`src/include/lpm_pkg.sv`:
```
/*
  lpm_pkg: shared constants and types for the low-power-mode link between a
  mobile low-power DDR memory device model and its host controller.
  assumes: one 100 MHz system clock on both ends; the link clock CK is the
  system clock divided by CK_DIV and is made by the host.
*/
package lpm_pkg;

	// ==========================================================
	// clock and link geometry
	localparam int CLK_MHZ = 100;
	localparam int CLK_NS  = 10;
	localparam int CK_DIV  = 2;
	localparam int CK_NS   = CLK_NS * CK_DIV;
	localparam int ADDR_W  = 12;
	localparam int BA_W    = 2;
	localparam int NBANK   = 4;
	localparam int A10_POS = 10;

	// ==========================================================
	// command encodings {cs_n, ras_n, cas_n, we_n}
	localparam logic [3:0] CMD_NOP   = 4'h7;
	localparam logic [3:0] CMD_ACT   = 4'h3;
	localparam logic [3:0] CMD_READ  = 4'h5;
	localparam logic [3:0] CMD_WRITE = 4'h4;
	localparam logic [3:0] CMD_BST   = 4'h6;
	localparam logic [3:0] CMD_PRE   = 4'h2;
	localparam logic [3:0] CMD_REF   = 4'h1;
	localparam logic [3:0] CMD_MRS   = 4'h0;

	// bank address that selects the mode and extended mode register
	localparam logic [1:0] BA_MR  = 2'h0;
	localparam logic [1:0] BA_EMR = 2'h2;
	localparam logic [11:0] MR_RST = 12'h000;

	// ==========================================================
	// timing, in ns as configured, and in CK cycles (rounded up)
	localparam int T_RCD_NS  = 18;
	localparam int T_WR_NS   = 15;
	localparam int T_RP_NS   = 18;
	localparam int T_RFC_NS  = 80;
	localparam int T_MRD_NS  = 10;
	localparam int RD_LAT    = 3;
	localparam int BURST_LEN = 4;
	localparam int T_RCD_CK  = (T_RCD_NS + CK_NS - 1) / CK_NS;
	localparam int T_WR_CK   = (T_WR_NS + CK_NS - 1) / CK_NS;
	localparam int T_RP_CK   = (T_RP_NS + CK_NS - 1) / CK_NS;
	localparam int T_RFC_CK  = (T_RFC_NS + CK_NS - 1) / CK_NS;
	localparam int T_MRD_CK  = (T_MRD_NS + CK_NS - 1) / CK_NS;
	localparam int RD_DONE_CK = RD_LAT + BURST_LEN / 2;
	localparam int WR_DONE_CK = 1 + BURST_LEN / 2 + T_WR_CK;

	// nop interval after deep sleep exit
	localparam int DSM_NOP_US  = 200;
	localparam int DSM_NOP_CYC = DSM_NOP_US * CLK_MHZ;

	// device sees CK held low this many system cycles before calling it stopped
	localparam int STOP_DET_CYC = 4;

	// ==========================================================
	// host request kinds
	typedef enum logic [3:0] {
		REQ_ACT       = 4'h0,
		REQ_READ      = 4'h1,
		REQ_WRITE     = 4'h2,
		REQ_PRE       = 4'h3,
		REQ_REF       = 4'h4,
		REQ_MRS       = 4'h5,
		REQ_DSM_ENTER = 4'h6,
		REQ_DSM_EXIT  = 4'h7,
		REQ_CLK_STOP  = 4'h8,
		REQ_CLK_RUN   = 4'h9
	} lpm_req_type;

endpackage

```
`src/include/lpm_if.sv`:
```
/*
  lpm_if: command, clock and clock-enable pins between host and device.
  assumes: all pins are one-way, driven by the host, sampled by the device.
*/
`timescale 1ns/10ps
interface lpm_if;
	logic                       ck_p;
	logic                       ck_n;
	logic                       cke;
	logic [3:0]                 cmd;
	logic [lpm_pkg::BA_W-1:0]   ba;
	logic [lpm_pkg::ADDR_W-1:0] addr;

	modport host (output ck_p, output ck_n, output cke, output cmd, output ba, output addr);
	modport dev  (input ck_p, input ck_n, input cke, input cmd, input ba, input addr);
endinterface

```
`src/design/lpm_host.sv`:
```
/*
  lpm_host: host controller end; makes CK from mclk, issues commands,
  waits out command timing before clock stop, drives deep sleep entry/exit.
  assumes: a user side that offers one request at a time with valid/ready.
*/
`timescale 1ns/10ps
module lpm_host #(
	parameter int DSM_NOP_CYC = lpm_pkg::DSM_NOP_CYC
) (
	// clock and reset
	input  wire logic                       mclk,
	input  wire logic                       resetn,
	// user request
	input  wire logic                       req_valid,
	input  wire lpm_pkg::lpm_req_type       req_kind,
	input  wire logic [lpm_pkg::BA_W-1:0]   req_ba,
	input  wire logic [lpm_pkg::ADDR_W-1:0] req_addr,
	output logic                            req_ready_r,
	output logic                            req_err_r,
	// status
	output logic                            in_dsm_r,
	output logic                            clk_stopped_r,
	output logic                            init_needed_r,
	// link
	lpm_if.host                             link
);
	typedef enum logic [2:0] {
		H_RUN     = 3'h0,
		H_STOP    = 3'h1,
		H_RESTART = 3'h2,
		H_DSM     = 3'h3,
		H_DSM_NOP = 3'h4
	} lpm_hst_type;

	// ==========================================================
	// registers
	lpm_hst_type                state_r, state_nxt;
	logic                       ck_p_r, ck_p_nxt;
	logic                       cke_r, cke_nxt;
	logic [3:0]                 cmd_r, cmd_nxt;
	logic [lpm_pkg::BA_W-1:0]   ba_r, ba_nxt;
	logic [lpm_pkg::ADDR_W-1:0] addr_r, addr_nxt;
	logic [lpm_pkg::NBANK-1:0]  open_r, open_nxt;
	logic [4:0]                 busy_r, busy_nxt;
	logic [15:0]                dsm_cnt_r, dsm_cnt_nxt;
	logic                       mr_done_r, mr_done_nxt, emr_done_r, emr_done_nxt;
	logic                       ready_nxt, err_nxt, init_nxt;
	logic                       ck_n_r, ck_n_nxt, dsm_nxt, stop_nxt;
	logic                       take, tick;

	assign link.ck_p = ck_p_r;
	assign link.ck_n = ck_n_r;
	assign link.cke  = cke_r;
	assign link.cmd  = cmd_r;
	assign link.ba   = ba_r;
	assign link.addr = addr_r;

	// ck falls next cycle, so a command set now is steady at the next rising edge
	assign tick = ck_p_r;
	assign take = req_valid & req_ready_r;

	// ==========================================================
	// next state
	always_comb begin
		state_nxt    = state_r;
		cke_nxt      = cke_r;
		cmd_nxt      = cmd_r;
		ba_nxt       = ba_r;
		addr_nxt     = addr_r;
		open_nxt     = open_r;
		busy_nxt     = busy_r;
		dsm_cnt_nxt  = dsm_cnt_r;
		mr_done_nxt  = mr_done_r;
		emr_done_nxt = emr_done_r;
		err_nxt      = 1'b0;
		ck_p_nxt     = ~ck_p_r;
		if (tick) begin
			cmd_nxt = lpm_pkg::CMD_NOP;
			if (busy_r != 5'h0)
				busy_nxt = busy_r - 5'h1;
		end
		unique case (state_r)
			H_RUN: begin
				if (take) begin
					ba_nxt   = req_ba;
					addr_nxt = req_addr;
					unique case (req_kind)
						lpm_pkg::REQ_ACT: begin
							if (init_needed_r || open_r[req_ba])
								err_nxt = 1'b1;
							else begin
								cmd_nxt          = lpm_pkg::CMD_ACT;
								open_nxt[req_ba] = 1'b1;
								busy_nxt         = 5'(lpm_pkg::T_RCD_CK);
							end
						end
						lpm_pkg::REQ_READ, lpm_pkg::REQ_WRITE: begin
							if (init_needed_r || !open_r[req_ba])
								err_nxt = 1'b1;
							else if (req_kind == lpm_pkg::REQ_READ) begin
								cmd_nxt  = lpm_pkg::CMD_READ;
								busy_nxt = 5'(lpm_pkg::RD_DONE_CK);
							end else begin
								cmd_nxt  = lpm_pkg::CMD_WRITE;
								busy_nxt = 5'(lpm_pkg::WR_DONE_CK);
							end
						end
						lpm_pkg::REQ_PRE: begin
							cmd_nxt = lpm_pkg::CMD_PRE;
							if (req_addr[lpm_pkg::A10_POS])
								open_nxt = '0;
							else
								open_nxt[req_ba] = 1'b0;
							busy_nxt = 5'(lpm_pkg::T_RP_CK);
						end
						lpm_pkg::REQ_REF, lpm_pkg::REQ_MRS: begin
							if (open_r != '0)
								err_nxt = 1'b1;
							else if (req_kind == lpm_pkg::REQ_REF) begin
								cmd_nxt  = lpm_pkg::CMD_REF;
								busy_nxt = 5'(lpm_pkg::T_RFC_CK);
							end else begin
								cmd_nxt  = lpm_pkg::CMD_MRS;
								busy_nxt = 5'(lpm_pkg::T_MRD_CK);
								if (req_ba == lpm_pkg::BA_MR)
									mr_done_nxt = 1'b1;
								if (req_ba == lpm_pkg::BA_EMR)
									emr_done_nxt = 1'b1;
							end
						end
						lpm_pkg::REQ_DSM_ENTER: begin
							// ready already implies no command still running
							if (open_r != '0)
								err_nxt = 1'b1;
							else begin
								cmd_nxt      = lpm_pkg::CMD_BST;
								cke_nxt      = 1'b0;
								mr_done_nxt  = 1'b0;
								emr_done_nxt = 1'b0;
								state_nxt    = H_DSM;
							end
						end
						lpm_pkg::REQ_CLK_STOP: begin
							state_nxt = H_STOP;
							ck_p_nxt  = 1'b0;
						end
						default: err_nxt = 1'b1;
					endcase
				end
			end
			H_STOP: begin
				ck_p_nxt = 1'b0;
				if (take) begin
					if (req_kind == lpm_pkg::REQ_CLK_RUN) begin
						state_nxt = H_RESTART;
						ck_p_nxt  = 1'b1;
					end else
						err_nxt = 1'b1;
				end
			end
			H_RESTART: begin
				// the nop set before the stop is registered on the restart edge
				if (tick)
					state_nxt = H_RUN;
			end
			H_DSM: begin
				if (take) begin
					if (req_kind == lpm_pkg::REQ_DSM_EXIT) begin
						cke_nxt     = 1'b1;
						dsm_cnt_nxt = 16'(DSM_NOP_CYC);
						state_nxt   = H_DSM_NOP;
					end else
						err_nxt = 1'b1;
				end
			end
			H_DSM_NOP: begin
				if (dsm_cnt_r != 16'h0)
					dsm_cnt_nxt = dsm_cnt_r - 16'h1;
				else if (tick)
					state_nxt = H_RUN;
			end
			default: state_nxt = H_RUN;
		endcase
		init_nxt  = ~(mr_done_nxt & emr_done_nxt);
		// own flop for the complement so both halves switch on one edge
		ck_n_nxt  = ~ck_p_nxt;
		dsm_nxt   = (state_nxt == H_DSM || state_nxt == H_DSM_NOP);
		stop_nxt  = (state_nxt == H_STOP);
		ready_nxt = (state_nxt == H_STOP) ||
		            (ck_p_nxt && busy_nxt == 5'h0 &&
		             (state_nxt == H_RUN || state_nxt == H_DSM));
	end

	// ==========================================================
	// registers
	always_ff @(posedge mclk) begin
		if (!resetn) begin
			state_r       <= H_RUN;
			ck_p_r        <= 1'b0;
			ck_n_r        <= 1'b1;
			cke_r         <= 1'b1;
			cmd_r         <= lpm_pkg::CMD_NOP;
			ba_r          <= '0;
			addr_r        <= '0;
			open_r        <= '0;
			busy_r        <= 5'h0;
			dsm_cnt_r     <= 16'h0;
			mr_done_r     <= 1'b0;
			emr_done_r    <= 1'b0;
			req_ready_r   <= 1'b0;
			req_err_r     <= 1'b0;
			in_dsm_r      <= 1'b0;
			clk_stopped_r <= 1'b0;
			init_needed_r <= 1'b1;
		end else begin
			state_r       <= state_nxt;
			ck_p_r        <= ck_p_nxt;
			ck_n_r        <= ck_n_nxt;
			cke_r         <= cke_nxt;
			cmd_r         <= cmd_nxt;
			ba_r          <= ba_nxt;
			addr_r        <= addr_nxt;
			open_r        <= open_nxt;
			busy_r        <= busy_nxt;
			dsm_cnt_r     <= dsm_cnt_nxt;
			mr_done_r     <= mr_done_nxt;
			emr_done_r    <= emr_done_nxt;
			req_ready_r   <= ready_nxt;
			req_err_r     <= err_nxt;
			in_dsm_r      <= dsm_nxt;
			clk_stopped_r <= stop_nxt;
			init_needed_r <= init_nxt;
		end
	end
endmodule

```
`src/flat_wrapper.sv`:
```
// flat-port wrapper written by rule: the top's interface ports become plain ports
module lpm_host_flat 
#(
	parameter int DSM_NOP_CYC = lpm_pkg::DSM_NOP_CYC
)
  (mclk, resetn, req_valid, req_kind, req_ba, req_addr, req_ready_r, req_err_r, in_dsm_r, clk_stopped_r, init_needed_r, link_ck_p, link_ck_n, link_cke, link_cmd, link_ba, link_addr);
  lpm_if link_i ();
  input  wire logic mclk;
  input  wire logic resetn;
  input  wire logic req_valid;
  input  wire lpm_pkg::lpm_req_type req_kind;
  input  wire logic [lpm_pkg::BA_W-1:0] req_ba;
  input  wire logic [lpm_pkg::ADDR_W-1:0] req_addr;
  output logic req_ready_r;
  output logic req_err_r;
  output logic in_dsm_r;
  output logic clk_stopped_r;
  output logic init_needed_r;
  output wire logic [$bits(link_i.ck_p)-1:0] link_ck_p;
  output wire logic [$bits(link_i.ck_n)-1:0] link_ck_n;
  output wire logic [$bits(link_i.cke)-1:0] link_cke;
  output wire logic [$bits(link_i.cmd)-1:0] link_cmd;
  output wire logic [$bits(link_i.ba)-1:0] link_ba;
  output wire logic [$bits(link_i.addr)-1:0] link_addr;
  assign link_ck_p = link_i.ck_p;
  assign link_ck_n = link_i.ck_n;
  assign link_cke = link_i.cke;
  assign link_cmd = link_i.cmd;
  assign link_ba = link_i.ba;
  assign link_addr = link_i.addr;
  lpm_host #(.DSM_NOP_CYC(DSM_NOP_CYC)) u_core (.mclk(mclk), .resetn(resetn), .req_valid(req_valid), .req_kind(req_kind), .req_ba(req_ba), .req_addr(req_addr), .req_ready_r(req_ready_r), .req_err_r(req_err_r), .in_dsm_r(in_dsm_r), .clk_stopped_r(clk_stopped_r), .init_needed_r(init_needed_r), .link(link_i));
endmodule
```
`config.mk`:
```
export PLATFORM = sky130hd
export DESIGN_NAME = lpm_host_flat
export DESIGN_NICKNAME = d
export VERILOG_FILES = /design/src/include/lpm_pkg.sv /design/src/include/lpm_if.sv /design/src/design/lpm_host.sv /design/src/flat_wrapper.sv
export SDC_FILE = /design/constraint.sdc
export NUM_CORES = 1
export LEC_CHECK = 0
export ABC_AREA = 1
export ABC_CLOCK_PERIOD_IN_PS = 2100
export BUFFER_PORTS_ARGS = -buffer_cell sky130_fd_sc_hd__buf_2
export CORE_ASPECT_RATIO = 0.7
export CORE_MARGIN = 2
export CORE_UTILIZATION = 53
export DETAILED_ROUTE_END_ITERATION = 10
export PLACE_DENSITY = 0.75
export RECOVER_POWER = 100
export SKIP_LAST_GASP = 1
export SLEW_MARGIN = 40
export SYNTH_ARGS = -nofsm -noshare
export SYNTH_HDL_FRONTEND = slang
export SYNTH_SLANG_ARGS = --single-unit
```
`constraint.sdc`:
```
create_clock -name mclk -period 2.1 [get_ports mclk]
set_input_delay 0.42 -clock mclk [delete_from_list [all_inputs] [get_ports mclk]]
set_output_delay 0.42 -clock mclk [all_outputs]
set_load 0.02 [all_outputs]
```
==> impl_results.md, run 1 <==
* Fin. Hold Viols at 0
* Cell Area, Synth at approximately 0.003 mm^2
* Worst r2r src: u_core.state_r[0]
* Max Slew Vio Count at 0
* Util after Layout at 60.8%
* Period utilization at 89.2%
* DP HPWL at slightly above 6 mm
* Vias in the first global route at approximately 2,800
* Synth top cells by count: nand2_1, nor2_1, dfxtp_1
* CP arrival at ~2100 ps
* N_diodes at 0
* Post-synth top flop: dfxtp_1
* Largest net degree at the start of global routing at 21
* Slew Limit Headroom at between 60% and 70%
* FF+latch count, synth at 56
* Worst Skew at roughly 7.1 ps
* Starting density of the core at between 50% and 60%
* Warnings, synthesis at 0
* Initial DRC count at about 230
* Post-layout total power at about 2500 uW
* RePlAce Congestion at about 0.95
* Setup TNS at 0 ps
* Cts repair resizes at 0
* Hold Startpoint: req_addr[1]
* Mean Syn Cell Area at about 6.6 um^2
* Fmax at between 500 and 600 MHz
* Detailed Routing Iterations Pass 1 at 5
* Worst-margin pin slew at roughly 460 ps
* CTS tree: built
* Drt wl/cell at around 13 um
* Seq/Total Area, Yosys at around 37%
* Total vias in the final route at about 3,100
* Post-DP Area at approximately 0.0034 mm^2
* # setup viols final at 0
* First-pass GRT wire length at 12.9 mm
* VDD IR-drop max at between 300 and 400 uV
* Ranking of synthesized cells by area: dfxtp_1, nand2_1, nor2_1
* Reg2reg end: u_core.init_needed_r
* Reg-to-reg slack, setup at between 200 and 250 ps
* Num CTS Buffers at 5
* WHS Endpoint: u_core.link.addr[1]
* DRT Wirelength at roughly 8 mm
* DRC at 0
* Gate Count Post-Synth at ~470
* Yosys cell types at 33
* Initial antenna violation count at 0
* Max Cap Viol at 0
* IO Port Bufs at between 40 and 50
* Lkg Pwr at about 0.0016 uW
* Final instance area at about 0.0034 mm^2
* Sinks on Clock Net at 56
* I/O pin total at 47
* DIE WIDTH at between 90 and 100 um
* GRT Util Overall at 25.8%
* PnR worst setup slack at between 200 and 250 ps
* Layout cells sized above 1 at a little over a tenth
* Die ar. at between 0.006 and 0.007 mm^2
* DR vias/cell at ~5.3
* Yosys top cell area share at 36.7%
* Core area at about 0.0056 mm^2
* Pwr dens at roughly 720 mW/mm^2
* Post-CTS Setup Inserts at 0
* Die H at ~68 um
* Antenna viol nets, final at 0
* Worst Setup Start Kind: flop
* Total gr overflow at 0
* Setup CP Type: reg2reg
* Status: completed
* Post-synth ARST share at 0%
* Min Tclk post-route at between 1500 and 2000 ps
* Fillers at approximately 570
* Hold path cells at 3
* Area delta synth->final at 12.2%
* Post-synth top area cell: dfxtp_1
* Nets at about 540
* Clock-pin slew on the worst setup and hold paths at 110 ps
* CP Capture Type: flop
* Critical Path RT at 2290 ps
* Cts hold-fix bufs at 0
* Post-synth EDFFs at 0
* Clock Latency Late Sink at 320 ps
* Worst R2R Path Depth at 8
* Syn nets at 490
* Worst min-delay path class: in2reg
* Number of H-tree levels at 2
* CP max FO at 20
* RSZ-0062 raised after global routing: no
* Most numerous cell in the Yosys netlist: nand2_1
* Cell Rows at 23
* Root Driver: clkbuf_8
* Setup WS pre-CTS at between 200 and 250 ps
* Clock Tree Buf Depth at 2
[cell type report]
| type | count | area [um^2] | area share (%) |
|---|---|---|---|
| clock buffers | 5 | 68.8 | 2.01 |
| clock inverters | 3 | 27.5 | 0.802 |
| inverters | 55 | 208 | 6.05 |
| multi-input cells | 344 | 1650 | 48.2 |
| flip-flops and latches | 56 | 1120 | 32.7 |
| well taps | 75 | 93.8 | 2.73 |
| repair buffers | 55 | 259 | 7.55 |
[worst max-delay path by stage]
| stage | from | endpoint | slack (ps) |
|---|---|---|---|
| 2_1_floorplan | u_core.req_ready_r | u_core.req_ready_r | 530 |
| 3_3_place_gp | req_valid | u_core.req_ready_r | 220 |
| 3_5_place_dp | req_kind[1] | u_core.req_ready_r | 220 |
| 4_1_cts | u_core.req_ready_r | u_core.req_ready_r | 390 |
| 5_1_grt | u_core.state_r[0] | u_core.init_needed_r | 100 |
| 6_report | u_core.state_r[0] | u_core.init_needed_r | 230 |
[cell usage in the layout (no fill, tap or decap), types with 3 or more instances in the layout]
cell / count
o211ai_1: 3
o21a_1: 3
o21ai_0: 35
nand2_2: 4
inv_1: 51
nor2_1: 92
nor3_1: 8
nand4_1: 10
nor2_4: 3
a21oi_1: 34
ha_1: 3
nor2_2: 5
clkbuf_1: 27
buf_2: 20
dfxtp_1: 56
nand3_1: 22
buf_4: 7
nand2_1: 97
clkbuf_8: 5
inv_2: 3
xor2_1: 9
[through the flow]
step | std cells | hold slack (ps)
floorplan | 466 | 443
global placement | 585 | 456
detailed placement | 585 | 456
CTS | 593 | 335
global route | 593 | 375
finish | 593 | 344
[cells by family (layout without fill, tap and decap cells)]
| logic type | Yosys count | in the layout | share of synthesized area [%] |
|---|---|---|---|
| XOR/XNOR | 11 | 11 | 3.15 |
| AND/OR/NAND/NOR | 245 | 245 | 35.1 |
| adder cells (fa/ha/maj) | 3 | 3 | 1.23 |
| flip-flops | 56 | 56 | 36.7 |
| AO/OA/AOI/OAI | 85 | 85 | 15.1 |
| buffers and inverters | 66 | 118 | 8.76 |
[worst max-delay path: stages, from the launching register on]
cell	delay, ps
dfxtp_1	470
nor2_4	90
nand2_2	140
nor2_2	60
clkbuf_2	300
o2111ai_1	200
inv_1	100
nor3_1	250
nand2_1	130
[power breakdown]
part	internal (uW)	total [uW]	switching, uW
Combinational	217	646	429
Sequential	1150	1200	48.0
Clock	246	632	386
[sequential cells by signal (all words and copies together) (netlist names), 2 cells and up]
signal and count:
u_core.link.ba 2, u_core.state_r 3, u_core.busy_r 5, u_core.dsm_cnt_r 16, u_core.link.cmd 4, u_core.open_r 4, u_core.link.addr 12
[per-layer routing]
layer | vias to the layer above | global-route usage [%] | wire (um)
met1 | 1394 | 38.1 | 3920
met2 | 125 | 37.3 | 3170
met5 | - | 0 | 0
met4 | 0 | 9.42 | 163
met3 | 19 | 5.13 | 597
li1 | 1597 | - | -
Power figures use the tool's default switching activity.
==> run 2: changes to the inputs <==
--- a/config.mk
+++ b/config.mk
@@ -5,7 +5,6 @@
 export SDC_FILE = /design/constraint.sdc
 export NUM_CORES = 1
 export LEC_CHECK = 0
-export ABC_AREA = 1
 export ABC_CLOCK_PERIOD_IN_PS = 2100
 export BUFFER_PORTS_ARGS = -buffer_cell sky130_fd_sc_hd__buf_2
 export CORE_ASPECT_RATIO = 0.7
==> run 2 against run 1 <==
Against the previous run: non-clock buffer count increased by 37; cell count fell by 11%; die area is 2.3% lower; clock power fell by 2%; hold slack worse by 15 ps; first-iteration DRC count unchanged; area after synthesis decreased by 2.4%; total power is 10% lower; sequential share of layout area fell by 2.0 points; via count fell by 3.0%; largest power group unchanged; highest routed layer unchanged.
==> impl_results.md, run 2 <==
* Status: completed
* Storage element area at 0.00112 mm^2
* Post-synth EDFFs at 0
* Placed cells at just over 500
* Largest net degree at the start of global routing at 20
* FF+latch count, synth at 56
* GRT Util Overall at between 20% and 30%
* # setup viols final at 0
* Worst Setup Start Kind: flop
* Total vias in the final route at between 3,000 and 4,000
* CP Capture Type: flop
* Max Cap Viol at 0
* Post-synth top flop: dfxtp_1
* Largest Register: u_core.dsm_cnt_r
* Seq/Total Area, Yosys at a little under two fifths
* Antenna viol nets, final at 0
* Post-layout total power at between 2000 and 2500 uW
* Switch share at a little under a third
* DR vias/cell at around 5.8
* Starting density of the core at roughly 56%
* Power Internal at approximately 1500 uW
* Detailed Routing Iterations Pass 1 at 5
* Ranking of synthesized cells by area: dfxtp_1, nand2_1, a21oi_1
* Gate Count Post-Synth at 374
* Max Slew Vio Count at 0
* Die ar. at 0.00626 mm^2
* Area occupied by multi-input gates at 0.00177 mm^2
* Min Tclk post-route at 2050 ps
* Post-route insts no fill at between 500 and 600
* DP HPWL at roughly 6.0 mm
* Nets at ~480
* Max FFs per register at 16
* Vias in the first global route at 2,754
* Warnings, synthesis at 0
* CP max FO at 6
* Flop pwr share at just over 50%
* Cell Area, Synth at about 0.003 mm^2
* Die H at roughly 67 um
* Drt wl/cell at approximately 15 um
* Yosys cell types at 63
* I/O pin total at 47
* Fillers at 462
* WHS at roughly 330 ps
* Most frequent cells in the layout: nand2_1, dfxtp_1, nor2_1
* Core area at around 0.0053 mm^2
* Pwr dens at between 600 and 700 mW/mm^2
* Comb power frac at a little over a fifth
* VDD IR-drop max at around 430 uV
* Fin. Hold Viols at 0
* RSZ-0062 raised after global routing: no
* RePlAce Congestion at between 0.9 and 1
* Post-synth ARST share at 0%
* Worst-margin pin slew at roughly 500 ps
* Slew Limit Headroom at between 60% and 70%
* Most numerous cell in the Yosys netlist: dfxtp_1
* Period utilization at 97.6%
* Clock Latency Late Sink at approximately 320 ps
* Root Driver: clkbuf_8
* Post-synth top area cell: dfxtp_1
* Clock share of power at ~28%
* Layout cells sized above 1 at approximately 23%
* CP arrival at ~2300 ps
* Number of H-tree levels at 2
* Worst Skew at around 12 ps
* DRC at 0
* IO Port Bufs at 46
* Fmax at a little under 500 MHz
* Clock-pin slew on the worst setup and hold paths at 110 ps
* Cts hold-fix bufs at 0
* Initial DRC count at ~230
* Psw at 689 uW
* First-pass GRT wire length at between 10 and 15 mm
* DRT Wirelength at about 8 mm
* Critical Path RT at 2320 ps
* DIE WIDTH at 93.7 um
* Mean Syn Cell Area at roughly 8 um^2
* Post-DP Area at between 0.003 and 0.004 mm^2
* Cell Rows at 22
* Setup CP Type: reg2reg
* Sinks on Clock Net at 56
* CTS tree: built
* Synth top cells by count: dfxtp_1, nand2_1, nor2_1
* Final instance area at 0.00367 mm^2
* N_diodes at 0
* Initial antenna violation count at 0
* Total gr overflow at 0
* Syn nets at 398
* Area delta synth->final at 22.9%
* Lkg Pwr at 0.00144 uW
* Num CTS Buffers at 5
* Worst min-delay path class: in2reg
* Yosys top cell area share at between 30% and 40%
* Clock Tree Buf Depth at 2
## run 2: cell families (layout without fill, tap and decap cells)
group                    Yosys count  in the layout  synth area share, %
AO/OA/AOI/OAI                     95             95                 21.3
XOR/XNOR                          13             13                 3.81
adder cells (fa/ha/maj)            4              4                 1.59
buffers and inverters             32            114                 4.65
flip-flops                        56             56                 37.6
multiplexers                       6              6                 2.14
AND/OR/NAND/NOR                  168            168                 29.0
## run 2: per-layer routing
layer	part of all wire [%]	global-route usage (%)	wire, um	vias up
li1	-	-	-	1496
met1	50	39.5	3970	1406
met2	41	39.2	3260	128
met3	7.6	4.07	598	12
met4	1.1	6.34	87	0
met5	0	0	0	-
## run 2: power by group through the flow
stage	Combinational [uW]	Sequential, uW	Clock (uW)
global placement	456	1160	0
CTS	469	1130	643
finish	463	1140	620
global route	505	1140	672
detailed placement	464	1160	0
floorplan	240	1200	0
## run 2: layout make-up
cell class	instances	area share, %
clock buffer	5	1.88
sequential	56	30.7
inverter	14	1.43
timing repair buffer	92	14.7
clock inverter	3	0.716
multi-input combinational	286	48.2
tap	72	2.46
## run 2: final timing paths
path | from | end | slack [ps] | depth (start not counted)
min | req_addr[4] | u_core.link.addr[4] | 330 | 3
min reg2reg | u_core.link.addr[1] | u_core.link.addr[1] | 460 | 2
max reg2reg | u_core.open_r[0] | u_core.req_ready_r | 50 | 6
max | u_core.open_r[0] | u_core.req_ready_r | 50 | 6
## run 2: timing repair
action,CTS,global route
gates resized for setup,4,12
endpoints found under the setup margin,1,14
setup buffers,1,0
pin swaps,3,9
## run 2: worst max-delay path, cell delays in order, from the launching register on
cell      delay [ps]
dfxtp_1          340
or4_4            580
o22ai_1          150
a22oi_1          120
o221ai_1         360
o211ai_1         170
o41ai_2          230
## run 2: per-stage QoR
stage / util [%] / worst slack (ps) / TNS [ps]
4_1_cts: 69.2 / 10.9 / 0
3_5_place_dp: 67.0 / -74.5 / -95.8
2_1_floorplan: - / 26.5 / 0
3_3_place_gp: 67.0 / -44.9 / -54.8
5_1_grt: 68.7 / 1.94 / 0
6_report: 68.7 / 49.8 / 0
